--- config.mk ---
export PLATFORM = sky130hd
export DESIGN_NAME = fsrc_top
export DESIGN_NICKNAME = d
export VERILOG_FILES = /design/src/hdl/fsrc_pkg.sv /design/src/hdl/fsrc_sync.sv /design/src/hdl/fsrc_top.sv
export VERILOG_INCLUDE_DIRS = /design/src /design/src/hdl
export SDC_FILE = /design/constraint.sdc
export NUM_CORES = 1
export LEC_CHECK = 0
export BUFFER_PORTS_ARGS = -buffer_cell sky130_fd_sc_hd__buf_2
export CAP_MARGIN = 30
export CORE_MARGIN = 1.5
export CORE_UTILIZATION = 45
export CTS_BUF_LIST = sky130_fd_sc_hd__clkbuf_4 sky130_fd_sc_hd__clkbuf_8
export CTS_CLUSTER_DIAMETER = 120
export DETAILED_ROUTE_END_ITERATION = 6
export PLACE_DENSITY = 0.76
export RECOVER_POWER = 50
export SYNTH_ARGS = -nofsm -noshare
export SYNTH_HDL_FRONTEND = slang
export SYNTH_HIERARCHICAL = 1
export SYNTH_SLANG_ARGS = --single-unit
--- constraint.sdc ---
create_clock -name CORE_CLK -period 7 [get_ports CORE_CLK]
set_input_delay 1.05 -clock CORE_CLK [delete_from_list [all_inputs] [get_ports CORE_CLK]]
set_output_delay 1.05 -clock CORE_CLK [all_outputs]
set_load 0.005 [all_outputs]
--- src/hdl/fsrc_defs.svh ---
/*
 Offsets, field positions, reset values and command codes of the
 flash status and read configuration block.
 Assumes it is included by the top module, the host model and the bench.
*/
// Notes on behaviour
// - Read-status command is taken at any address; status returned after.
// - After program, erase or lock sequences, reads return status.
// - Status read drives the status byte low and zero on bits 15:8.
// - Async reads latch fresh status on last OE or CE fall.
// - Async page: first word valid; burst repeats the word to length.
// - Bit 7 reads 0 busy, 1 ready; status resets to 0x80.
// - Bit 6 shows erase suspend, bit 2 program suspend, in effect.
// - Bits 5:4 encode success, program, erase or sequence error; abort.
// - Bit 3 sets when program/erase supply is at or below lockout.
// - Bit 1 sets on locked-block abort; bit 0 shows buffer loading.
// - Clear ignores supply; bits 5,4,3,1 sticky until cleared.
// - Device reset clears status like the clear command.
// - Config written only by configure command; read at ident 0x05.
// - Config bit 15 picks burst (0) or async page (1); resets async.
// - Config bits 14:11 hold latency code, default 15.
// - Config bit 10 sets wait polarity: 0 low, 1 high.
// - Config bit 8 set deasserts wait one data cycle early.
// - Config bit 6 picks clock edge: 0 falling, 1 rising.
// - Bit 3 wrap off; bits 2:0 pick 4, 8, 16 or continuous; the code stores bit 3 but never reads it.
`ifndef FSRC_DEFS_SVH
`define FSRC_DEFS_SVH

`define FSRC_RCR_OFFSET   16'h0005
`define FSRC_RCR_RESET    16'hF94F
`define FSRC_RCR_WMASK    16'hFD4F
`define FSRC_STATUS_RESET 8'h80

`define FSRC_RCR_MODE  15
`define FSRC_RCR_LC_HI 14
`define FSRC_RCR_LC_LO 11
`define FSRC_RCR_WPOL  10
`define FSRC_RCR_WDLY  8
`define FSRC_RCR_EDGE  6
`define FSRC_RCR_WRAP  3
`define FSRC_RCR_BL_HI 2
`define FSRC_RCR_BL_LO 0

`define FSRC_BL_4      3'h1
`define FSRC_BL_8      3'h2
`define FSRC_BL_16     3'h3
`define FSRC_WORDS_4   5'h04
`define FSRC_WORDS_8   5'h08
`define FSRC_WORDS_16  5'h10

`define FSRC_CMD_ARRAY   8'hFF
`define FSRC_CMD_STATUS  8'h70
`define FSRC_CMD_CLEAR   8'h50
`define FSRC_CMD_IDENT   8'h90
`define FSRC_CMD_SETUP   8'h60
`define FSRC_CMD_CONFIG  8'h03
`define FSRC_CMD_LOCK    8'h01
`define FSRC_CMD_CONFIRM 8'hD0
`define FSRC_CMD_LDOWN   8'h2F
`define FSRC_CMD_PROG    8'h40
`define FSRC_CMD_PROG2   8'h10
`define FSRC_CMD_ERASE   8'h20
`define FSRC_CMD_SUSPEND 8'hB0

`endif

--- src/hdl/fsrc_pkg.sv ---
/*
 Types shared by the flash status and read configuration block.
 Assumes nothing beyond a SystemVerilog compiler.
*/
package fsrc_pkg;
  // What a read returns
  typedef enum logic [1:0] {
    RM_ARRAY,
    RM_STATUS,
    RM_IDENT
  } fsrc_read_mode_type;

  // Progress of a two-write command sequence
  typedef enum logic [1:0] {
    CS_IDLE,
    CS_SETUP,
    CS_PROG,
    CS_ERASE
  } fsrc_cmd_state_type;
endpackage

--- src/hdl/fsrc_sync.sv ---
/*
 Two-stage synchroniser for a group of pin levels.
 Assumes the bits of a group are stable around the sampling point.
*/
`timescale 1ns/1ns
`default_nettype none
module fsrc_sync #(
  parameter int               WIDTH   = 1,
  parameter logic [WIDTH-1:0] RST_VAL = '0
) (
  input  wire logic             clk,
  input  wire logic             rst_n,
  input  wire logic [WIDTH-1:0] d,
  output logic      [WIDTH-1:0] q
);
  logic [WIDTH-1:0] meta_ff;

  // First stage feeds only the second one
  always_ff @(posedge clk or negedge rst_n) begin
    if (!rst_n) begin
      meta_ff <= RST_VAL;
      q       <= RST_VAL;
    end else begin
      meta_ff <= d;
      q       <= meta_ff;
    end
  end
endmodule
`default_nettype wire

--- src/hdl/fsrc_top.sv ---
/*
 Status register and read configuration register of a parallel NOR
 flash, with command decode, read latching and burst wait logic.
 Assumes pins arrive asynchronously and the program/erase engine
 runs on CORE_CLK and reports through ENG_* inputs.
*/
`timescale 1ns/1ns
`default_nettype none
`include "fsrc_defs.svh"
module fsrc_top (
  input  wire logic        CORE_CLK,
  input  wire logic        RESET_N,
  input  wire logic        CE_N,
  input  wire logic        OE_N,
  input  wire logic        WE_N,
  input  wire logic        ADDRESS_VALID_N,
  input  wire logic        LINK_CLK,
  input  wire logic [15:0] ADDR,
  input  wire logic [15:0] DQ_IN,
  output logic      [15:0] DQ_OUT,
  output logic             DQ_OE_N,
  output logic             WAIT_OUT,
  output logic             WAIT_OE_N,
  input  wire logic [15:0] ARRAY_DATA,
  input  wire logic        ENG_BUSY,
  input  wire logic        ENG_ERASE_SUSP,
  input  wire logic        ENG_PROG_SUSP,
  input  wire logic        ENG_BUF_LOAD,
  input  wire logic        ENG_PROG_ERR,
  input  wire logic        ENG_ERASE_ERR,
  input  wire logic        ENG_SUPPLY_LOW,
  input  wire logic        ENG_LOCK_ABORT,
  output logic             CMD_VALID,
  output logic      [7:0]  CMD_CODE,
  output logic      [15:0] CMD_ADDR,
  output logic      [15:0] CMD_DATA,
  output logic             ABORT_OP
);
  logic [4:0]  pin_s;
  logic [31:0] bus_s;
  logic        clk_d_ff, we_d_ff, rd_d_ff;
  logic [15:0] rcr_ff, hold_ff;
  logic        ready_ff, esusp_ff, psusp_ff, bufl_ff;
  logic [1:0]  err_ff;
  logic        supply_ff, lock_ff;
  logic        burst_ff;
  logic [3:0]  lat_ff;
  logic [4:0]  word_ff;
  fsrc_pkg::fsrc_read_mode_type mode_ff, nxt_mode;
  fsrc_pkg::fsrc_cmd_state_type cs_ff, nxt_cs;

  // Pins cross into CORE_CLK before anything looks at them
  // Link clock resets to its idle low level, so no false edge follows reset
  fsrc_sync #(.WIDTH(5), .RST_VAL(5'h1E)) u_pin_sync (
    .clk   (CORE_CLK),
    .rst_n (RESET_N),
    .d     ({CE_N, OE_N, WE_N, ADDRESS_VALID_N, LINK_CLK}),
    .q     (pin_s)
  );

  // Address and data are stable at write and read edges
  fsrc_sync #(.WIDTH(32), .RST_VAL(32'h0000_0000)) u_bus_sync (
    .clk   (CORE_CLK),
    .rst_n (RESET_N),
    .d     ({ADDR, DQ_IN}),
    .q     (bus_s)
  );

  // Pin decode
  wire        ce_n_s  = pin_s[4];
  wire        oe_n_s  = pin_s[3];
  wire        we_n_s  = pin_s[2];
  wire        adv_n_s = pin_s[1];
  wire        lclk_s  = pin_s[0];
  wire [15:0] addr_s  = bus_s[31:16];
  wire [15:0] wdata_s = bus_s[15:0];
  wire [7:0]  cbyte   = wdata_s[7:0];

  // Configuration fields
  wire       sync_mode = ~rcr_ff[`FSRC_RCR_MODE];
  wire [3:0] lc        = rcr_ff[`FSRC_RCR_LC_HI:`FSRC_RCR_LC_LO];
  wire       wpol      = rcr_ff[`FSRC_RCR_WPOL];
  wire       wdly      = rcr_ff[`FSRC_RCR_WDLY];
  wire       rise_edge = rcr_ff[`FSRC_RCR_EDGE];
  wire [2:0] bl        = rcr_ff[`FSRC_RCR_BL_HI:`FSRC_RCR_BL_LO];

  // Link clock edges are found by sampling, not by clocking on it
  wire lrise   = lclk_s & ~clk_d_ff;
  wire lfall   = ~lclk_s & clk_d_ff;
  wire clk_act = rise_edge ? lrise : lfall;

  // Bus phases
  wire we_rise  = we_n_s & ~we_d_ff & ~ce_n_s;
  wire rd_act   = ~ce_n_s & ~oe_n_s & we_n_s;
  wire bus_on   = ~ce_n_s & ~oe_n_s;
  // last of OE or CE falling
  wire rd_start = rd_act & ~rd_d_ff;
  wire b_start  = sync_mode & ~ce_n_s & ~adv_n_s & clk_act;
  wire refresh  = sync_mode ? b_start : rd_start;

  // ready bit and suspend bits are live
  wire [7:0] status = {ready_ff, esusp_ff, err_ff, supply_ff,
                       psusp_ff, lock_ff, bufl_ff};

  // Command decode strobes
  wire clr_cmd  = we_rise & (cs_ff == fsrc_pkg::CS_IDLE) &
                  (cbyte == `FSRC_CMD_CLEAR);
  wire cfg_wr   = we_rise & (cs_ff == fsrc_pkg::CS_SETUP) &
                  (cbyte == `FSRC_CMD_CONFIG);
  wire lock_ok  = (cbyte == `FSRC_CMD_LOCK) |
                  (cbyte == `FSRC_CMD_CONFIRM) |
                  (cbyte == `FSRC_CMD_LDOWN);
  wire seq_err  = we_rise &
                  (((cs_ff == fsrc_pkg::CS_SETUP) & ~lock_ok &
                    (cbyte != `FSRC_CMD_CONFIG)) |
                   ((cs_ff == fsrc_pkg::CS_ERASE) &
                    (cbyte != `FSRC_CMD_CONFIRM)));
  wire any_err  = ENG_PROG_ERR | ENG_ERASE_ERR | seq_err |
                  ENG_SUPPLY_LOW | ENG_LOCK_ABORT;
  wire eng_cmd  = we_rise & ~cfg_wr & ~seq_err &
                  (cs_ff != fsrc_pkg::CS_IDLE);
  wire pass_cmd = we_rise & (cs_ff == fsrc_pkg::CS_IDLE) &
                  ((cbyte == `FSRC_CMD_SUSPEND) |
                   (cbyte == `FSRC_CMD_CONFIRM));

  // Command sequencer and read mode selection
  always_comb begin
    nxt_cs   = cs_ff;
    nxt_mode = mode_ff;
    if (we_rise) begin
      case (cs_ff)
        fsrc_pkg::CS_IDLE: begin
          case (cbyte)
            `FSRC_CMD_STATUS: nxt_mode = fsrc_pkg::RM_STATUS;
            `FSRC_CMD_ARRAY:  nxt_mode = fsrc_pkg::RM_ARRAY;
            `FSRC_CMD_IDENT:  nxt_mode = fsrc_pkg::RM_IDENT;
            `FSRC_CMD_SETUP:  nxt_cs   = fsrc_pkg::CS_SETUP;
            `FSRC_CMD_PROG:   nxt_cs   = fsrc_pkg::CS_PROG;
            `FSRC_CMD_PROG2:  nxt_cs   = fsrc_pkg::CS_PROG;
            `FSRC_CMD_ERASE:  nxt_cs   = fsrc_pkg::CS_ERASE;
            `FSRC_CMD_SUSPEND: nxt_mode = fsrc_pkg::RM_STATUS;
            default:          nxt_mode = mode_ff;
          endcase
        end
        fsrc_pkg::CS_SETUP: begin
          nxt_cs = fsrc_pkg::CS_IDLE;
          if (!cfg_wr) begin
            nxt_mode = fsrc_pkg::RM_STATUS;
          end
        end
        default: begin
          nxt_cs   = fsrc_pkg::CS_IDLE;
          nxt_mode = fsrc_pkg::RM_STATUS;
        end
      endcase
    end
  end

  always_ff @(posedge CORE_CLK or negedge RESET_N) begin
    if (!RESET_N) begin
      cs_ff   <= fsrc_pkg::CS_IDLE;
      mode_ff <= fsrc_pkg::RM_ARRAY;
    end else begin
      cs_ff   <= nxt_cs;
      mode_ff <= nxt_mode;
    end
  end

  // Edge history of sampled pins
  always_ff @(posedge CORE_CLK or negedge RESET_N) begin
    if (!RESET_N) begin
      clk_d_ff <= 1'b0;
      we_d_ff  <= 1'b1;
      rd_d_ff  <= 1'b0;
    end else begin
      clk_d_ff <= lclk_s;
      we_d_ff  <= we_n_s;
      rd_d_ff  <= rd_act;
    end
  end

  // sticky bits; an event in the clearing cycle wins
  wire [1:0] nxt_err = {ENG_ERASE_ERR | seq_err, ENG_PROG_ERR | seq_err}
                       | (err_ff & {2{~clr_cmd}});
  wire nxt_supply    = ENG_SUPPLY_LOW | (supply_ff & ~clr_cmd);
  wire nxt_lock      = ENG_LOCK_ABORT | (lock_ff & ~clr_cmd);

  // reset clears the status like the clear command
  always_ff @(posedge CORE_CLK or negedge RESET_N) begin
    if (!RESET_N) begin
      {ready_ff, esusp_ff, err_ff, supply_ff,
       psusp_ff, lock_ff, bufl_ff} <= `FSRC_STATUS_RESET;
    end else begin
      ready_ff  <= ~ENG_BUSY;
      // suspends set and cleared by hardware
      esusp_ff  <= ENG_ERASE_SUSP;
      psusp_ff  <= ENG_PROG_SUSP;
      err_ff    <= nxt_err;
      supply_ff <= nxt_supply;
      lock_ff   <= nxt_lock;
      bufl_ff   <= ENG_BUF_LOAD;
    end
  end

  // configure command is the only writer
  always_ff @(posedge CORE_CLK or negedge RESET_N) begin
    if (!RESET_N) begin
      rcr_ff <= `FSRC_RCR_RESET;
    end else if (cfg_wr) begin
      rcr_ff <= addr_s & `FSRC_RCR_WMASK;
    end
  end

  // Word that a read returns now
  // status on the low byte, upper byte zero
  wire [15:0] id_word = (addr_s == `FSRC_RCR_OFFSET) ?
                        rcr_ff : 16'h0000;
  wire [15:0] rd_word = (mode_ff == fsrc_pkg::RM_STATUS) ?
                        {8'h00, status} :
                        (mode_ff == fsrc_pkg::RM_IDENT) ?
                        id_word : ARRAY_DATA;
  wire nonarray = mode_ff != fsrc_pkg::RM_ARRAY;

  // status latched once per access, not tracked
  always_ff @(posedge CORE_CLK or negedge RESET_N) begin
    if (!RESET_N) begin
      hold_ff <= 16'h0000;
    end else if (refresh) begin
      hold_ff <= rd_word;
    end
  end

  // Burst length in words; zero means continuous
  wire [4:0] len = (bl == `FSRC_BL_4)  ? `FSRC_WORDS_4 :
                   (bl == `FSRC_BL_8)  ? `FSRC_WORDS_8 :
                   (bl == `FSRC_BL_16) ? `FSRC_WORDS_16 : 5'h00;
  wire valid     = burst_ff & (lat_ff >= lc);
  wire done      = (len != 5'h00) & (word_ff >= len);
  // early deassert moves the threshold one edge
  wire [3:0] thr = lc - {3'h0, wdly};
  wire wait_on   = sync_mode & burst_ff & (lat_ff < thr);

  // latency counts link edges from the address strobe
  always_ff @(posedge CORE_CLK or negedge RESET_N) begin
    if (!RESET_N) begin
      burst_ff <= 1'b0;
      lat_ff   <= 4'h0;
      word_ff  <= 5'h00;
    end else if (b_start) begin
      burst_ff <= 1'b1;
      lat_ff   <= 4'h1;
      word_ff  <= 5'h00;
    end else if (ce_n_s | ~sync_mode) begin
      burst_ff <= 1'b0;
    end else if (clk_act & burst_ff) begin
      if (lat_ff < lc) begin
        lat_ff <= lat_ff + 4'h1;
      end
      // count words toward the burst length
      if (valid & ~done) begin
        word_ff <= word_ff + 5'h01;
      end
    end
  end

  // nonarray word repeats; async page holds first word
  wire [15:0] nxt_dq   = nonarray ? hold_ff : ARRAY_DATA;
  wire        dq_drive = rd_act & (~sync_mode | (valid & ~done));
  // polarity; async reads keep wait deasserted
  wire        nxt_wait = wait_on ? wpol : ~wpol;

  // Pin drivers; enables are low while driving
  always_ff @(posedge CORE_CLK or negedge RESET_N) begin
    if (!RESET_N) begin
      DQ_OUT    <= 16'h0000;
      DQ_OE_N   <= 1'b1;
      WAIT_OUT  <= 1'b1;
      WAIT_OE_N <= 1'b1;
    end else begin
      DQ_OUT    <= nxt_dq;
      DQ_OE_N   <= ~dq_drive;
      WAIT_OUT  <= nxt_wait;
      WAIT_OE_N <= ~bus_on;
    end
  end

  always_ff @(posedge CORE_CLK or negedge RESET_N) begin
    if (!RESET_N) begin
      CMD_VALID <= 1'b0;
      CMD_CODE  <= 8'h00;
      CMD_ADDR  <= 16'h0000;
      CMD_DATA  <= 16'h0000;
      ABORT_OP  <= 1'b0;
    end else begin
      CMD_VALID <= eng_cmd | pass_cmd;
      ABORT_OP  <= any_err;
      if (eng_cmd | pass_cmd) begin
        CMD_CODE <= cbyte;
        CMD_ADDR <= addr_s;
        CMD_DATA <= wdata_s;
      end
    end
  end

  // Checks
  property p_status_word;
    @(posedge CORE_CLK) disable iff (!RESET_N)
    (refresh && mode_ff == fsrc_pkg::RM_STATUS)
      |=> hold_ff == {8'h00, $past(status)};
  endproperty
  a_status_word: assert property (p_status_word)
    else $error("status word not latched with zero high byte");

  property p_busy_bit;
    @(posedge CORE_CLK) disable iff (!RESET_N)
    ENG_BUSY [*2] |-> status[7] == 1'b0;
  endproperty
  a_busy_bit: assert property (p_busy_bit)
    else $error("ready bit high while engine busy");

  property p_sticky;
    @(posedge CORE_CLK) disable iff (!RESET_N)
    !clr_cmd |=> (~{err_ff, supply_ff, lock_ff} &
                  $past({err_ff, supply_ff, lock_ff})) == 4'h0;
  endproperty
  a_sticky: assert property (p_sticky)
    else $error("sticky status bit lost without clear");

  property p_clear;
    @(posedge CORE_CLK) disable iff (!RESET_N)
    (clr_cmd && !any_err) |=> (status[5:3] == 3'h0 && status[1] == 1'b0);
  endproperty
  a_clear: assert property (p_clear)
    else $error("clear command left error bits set");

  property p_set_wins;
    @(posedge CORE_CLK) disable iff (!RESET_N)
    (ENG_PROG_ERR && clr_cmd) |=> err_ff[0];
  endproperty
  a_set_wins: assert property (p_set_wins)
    else $error("error event lost against clear");

  property p_abort;
    @(posedge CORE_CLK) disable iff (!RESET_N)
    ENG_LOCK_ABORT |=> ABORT_OP && lock_ff;
  endproperty
  a_abort: assert property (p_abort)
    else $error("lock abort not flagged and aborted");

  property p_cfg_write;
    @(posedge CORE_CLK) disable iff (!RESET_N)
    cfg_wr |=> rcr_ff == ($past(addr_s) & `FSRC_RCR_WMASK);
  endproperty
  a_cfg_write: assert property (p_cfg_write)
    else $error("configuration write not stored");

  property p_reserved;
    @(posedge CORE_CLK) disable iff (!RESET_N)
    $changed(rcr_ff) |-> (rcr_ff[9] | rcr_ff[7] | rcr_ff[5] | rcr_ff[4])
      == 1'b0;
  endproperty
  a_reserved: assert property (p_reserved)
    else $error("reserved configuration bit set");

  property p_status_mode;
    @(posedge CORE_CLK) disable iff (!RESET_N)
    (we_rise && cs_ff == fsrc_pkg::CS_PROG)
      |=> mode_ff == fsrc_pkg::RM_STATUS;
  endproperty
  a_status_mode: assert property (p_status_mode)
    else $error("no status mode after program");

  property p_async_wait;
    @(posedge CORE_CLK) disable iff (!RESET_N)
    (!sync_mode && bus_on) |=> WAIT_OUT == !$past(wpol);
  endproperty
  a_async_wait: assert property (p_async_wait)
    else $error("wait asserted during async read");

  c_burst: cover property (@(posedge CORE_CLK) b_start ##[1:200] valid);
  c_cfg: cover property (@(posedge CORE_CLK) cfg_wr);
  c_seq: cover property (@(posedge CORE_CLK) seq_err ##1 ABORT_OP);
endmodule
`default_nettype wire

==> results.cfg <==
[critical_path]
worst_setup_path_start_kind = input pin
worst_path_largest_cell_delay_ns = 1.40
worst_r2r_path_depth = 5
criticalPathCategory = in2async
cp_top_family = buffers and inverters
reg2reg_from = u_pin_sync/q[0]$_DFF_PN0_
critPathMaxFanout = 102
worstPathBufferInverterCount = 2
end_kind = asynchronous set/reset pin
critical_path_arrival_ns = 3.14
worst_r2r_endpoint = lat_ff[3]$_DFFE_PN0P_
critical_path.cell_chain = buf_6, clkbuf_1
cp.required_ns = 7.20
cpMaxStageDelayCell = sky130_fd_sc_hd__clkbuf_1
ff2ff_setup_slack_ns = 4.20

[global_routing]
grt_overflow = 0
grt_pass1_wl_um = 22200
antenna_found_initial = 1
first_global_vias = 4346
track_usage = 0.176
grt_max_degree = 103

[die]
fp.dieArea_um2 = 16400
initial_core_util = 0.462
floorplan.die.width_um = 128
row_count = 45
floorplan.io_pins = 124
core_um2 = 15200
die_height_um = 128

[job]
cap_violations = 1

[worst_hold_path]
worstHoldPathCells = 0
hold_end = u_bus_sync/q[12]$_DFF_PN0_
min-delay-path-class = reg2reg
holdCritStartpoint = u_bus_sync/meta_ff[12]$_DFF_PN0_

[detailed_routing]
route.detailed.wl_per_inst_um = 16.4
drcViolationCount = 0
drtAntennaViolNets = 0
detailed_route_via_count = 4185
finalWirelength_um = 13400
viasPerCell = 5.13
dr.first_iter.drc_count = 209
drt-pass1-iter-count = 4

[sta]
fin_worst_hold_slack_ns = 0.350
fin_tns_setup_ns = 0
layout_worst_path_cycle_share = 0.419
report.final.setup_viol = 0
achievable-frequency_mhz = 341
fin_clk_skew_ns = 0.0133
postLayoutSetupSlackWorst_ns = 4.07
finalMaxSlewViolations = 33
hold_viol_final = 0
tightestPinTransition_ns = 1.86
setup_repair_after_global_routing_missed_its_margin = false
post-route-min-period_ns = 2.93
max_slew_margin = -0.237

[placement]
buffer_ports.inserted = 123
place_ws_ns = 4.23
dp_hpwl_um = 9810
placed_area_um2 = 7760
gpl_congestion = 0.864

[finish]
finalNetCount = 692
final_cell_area_um2 = 8100
final_layout_size_suffix_gt1_frac = 0.376
area.growth.synth_to_final_pct = 15.4

[cts]
ctsHoldBuffers = 0
clkSlewWorstSetupHoldPaths_ns = 0.08
ctsResizeCount = 0
cts_sinks = 180
clock_latency_ns = 0.45
cts.repair_timing.setup_buffer_count = 0
cts_tree = built
cts.root.buffer_cell = sky130_fd_sc_hd__clkbuf_8
clk_path_buf_depth = 2
tritoncts.num_buffers = 17
htree_levels = 4

[synthesis]
synth-main-ff-cell = sky130_fd_sc_hd__dfrtp_1
synth_cell_types = 59
post_synth.cell_area_avg_um2 = 14.3
yosys.area.top_type = sky130_fd_sc_hd__dfrtp_1
synth_enable_flop_cells = 0
postSynth.asyncResetShare = 1.00
synth.yosys.seq_area_share = 0.646
yosys_register_bits = 180
syn-instance-count = 491
syn_nets = 569
synthesis.area_um2 = 7020
ys_top_cells_by_area = sky130_fd_sc_hd__dfrtp_1, sky130_fd_sc_hd__dfstp_2, sky130_fd_sc_hd__mux2_4, sky130_fd_sc_hd__ha_1, sky130_fd_sc_hd__mux2_2
synth_top_area_frac = 0.556
synth_warnings = 6

[outcome]
violations = capacitance limit, slew limit
run_status = finished, violations left

[pwr]
vdd.ir_drop.worst_uv = 151
pwr_density_cell_nw_per_um2 = 245
report.power.total_mw = 1.98
power.leakage_nw = 3.86
power by group:
group,switching (mW),internal [mW],total [mW]
logic,0.0898,0.110,0.200
clock network,0.352,0.256,0.608
registers,0.0498,1.12,1.17
total,0.492,1.49,1.98
state kept, by name, indices dropped and copies added (netlist names), 2 cells and up:
| register | count |
|---|---|
| CMD_ADDR | 16 |
| CMD_CODE | 7 |
| CMD_DATA | 9 |
| DQ_OUT | 16 |
| cs_ff | 2 |
| err_ff | 2 |
| hold_ff | 16 |
| lat_ff | 4 |
| mode_ff | 2 |
| rcr_ff | 12 |
| u_bus_sync/meta_ff | 32 |
| u_bus_sync/q | 32 |
| u_pin_sync/meta_ff | 5 |
| u_pin_sync/q | 5 |
| word_ff | 5 |
layout make-up:
type | count | area, µm²
well taps | 188 | 235
clock inverters | 13 | 83.8
diodes | 1 | 2.50
flip-flops and latches | 180 | 4530
inverters | 23 | 86.3
multi-input cells | 263 | 2210
clock buffers | 19 | 255
fillers | 1290 | 7100
repair buffers | 129 | 696
placed cells by master (no fill, tap or decap), drive strengths merged, types with 3 or more instances in the layout:
cell type and instances:
ha 15, nand3b 3, nor4b 3, nand3 9, xnor2 4, a211oi 8
inv 25, a2111oi 3, clkinvlp 3, nand2 25, nand2b 6, a31oi 4
dfrtp 156, a21oi 11, mux2i 9, nor3 4, a22o 14, nor4 3
or4 4, clkbuf 20, nand4b 4, clkinv 8, mux2 59, dfstp 24
o21a 5, o21ai 28, and2 3, buf 128, nor2 10
per-layer routing:
layer,vias to the layer above,routed length [µm],part of all wire,GRT usage
met5,-,0,0,0
met4,0,127,0.0095,0.0615
met3,7,692,0.052,0.0426
met2,111,6490,0.48,0.280
met1,2097,6100,0.45,0.238
li1,1970,-,-,-
how the worst max path moves through the flow:
| stage | from | endpoint | slack [ns] | depth (start not counted) |
|---|---|---|---|---|
| floorplan | rcr_ff[0]$_DFFE_PN1P_ | word_ff[2]$_DFFE_PN0P_ | 4.79 | 7 |
| global placement | u_pin_sync/q[2]$_DFF_PN1_ | CMD_DATA[8]$_DFFE_PN0P_ | 4.28 | 5 |
| detailed placement | RESET_N | DQ_OUT[13]$_DFF_PN0_ | 4.23 | 2 |
| CTS | rcr_ff[0]$_DFFE_PN1P_ | word_ff[2]$_DFFE_PN0P_ | 4.37 | 7 |
| global route | RESET_N | hold_ff[11]$_DFFE_PN0P_ | 3.54 | 2 |
| finish | RESET_N | hold_ff[11]$_DFFE_PN0P_ | 4.07 | 2 |
through the flow:
stage | util | cells
after floorplan | - | 491
after global placement | 0.508 | 780
after detailed placement | 0.511 | 782
after CTS | 0.533 | 814
after global routing | 0.533 | 816
final | 0.533 | 816
kinds of logic (layout without fill, tap and decap cells):
group | after synthesis | after routing | synth area share
muxes | 68 | 68 | 0.123
AOI/OAI and AO/OA | 86 | 86 | 0.0879
DFF | 180 | 180 | 0.646
xor gates and xnor gates | 6 | 6 | 0.00748
buffers and inverters | 48 | 184 | 0.0380
adders and majority gates | 15 | 15 | 0.0267
and+or+nand+nor | 88 | 88 | 0.0713
other | 0 | 1 | 0
cell usage after synthesis, drive strengths merged (6+ instances only):
library cell,number
buf,14
dfstp,24
dfrtp,156
nand2b,6
mux2,59
nor2,10
mux2i,9
ha,15
clkbuf,11
a21oi,11
inv,23
a22o,14
o21ai,28
a211oi,8
nand2,25
nand3,9
Note: power is estimated with default switching activity, not from simulation.
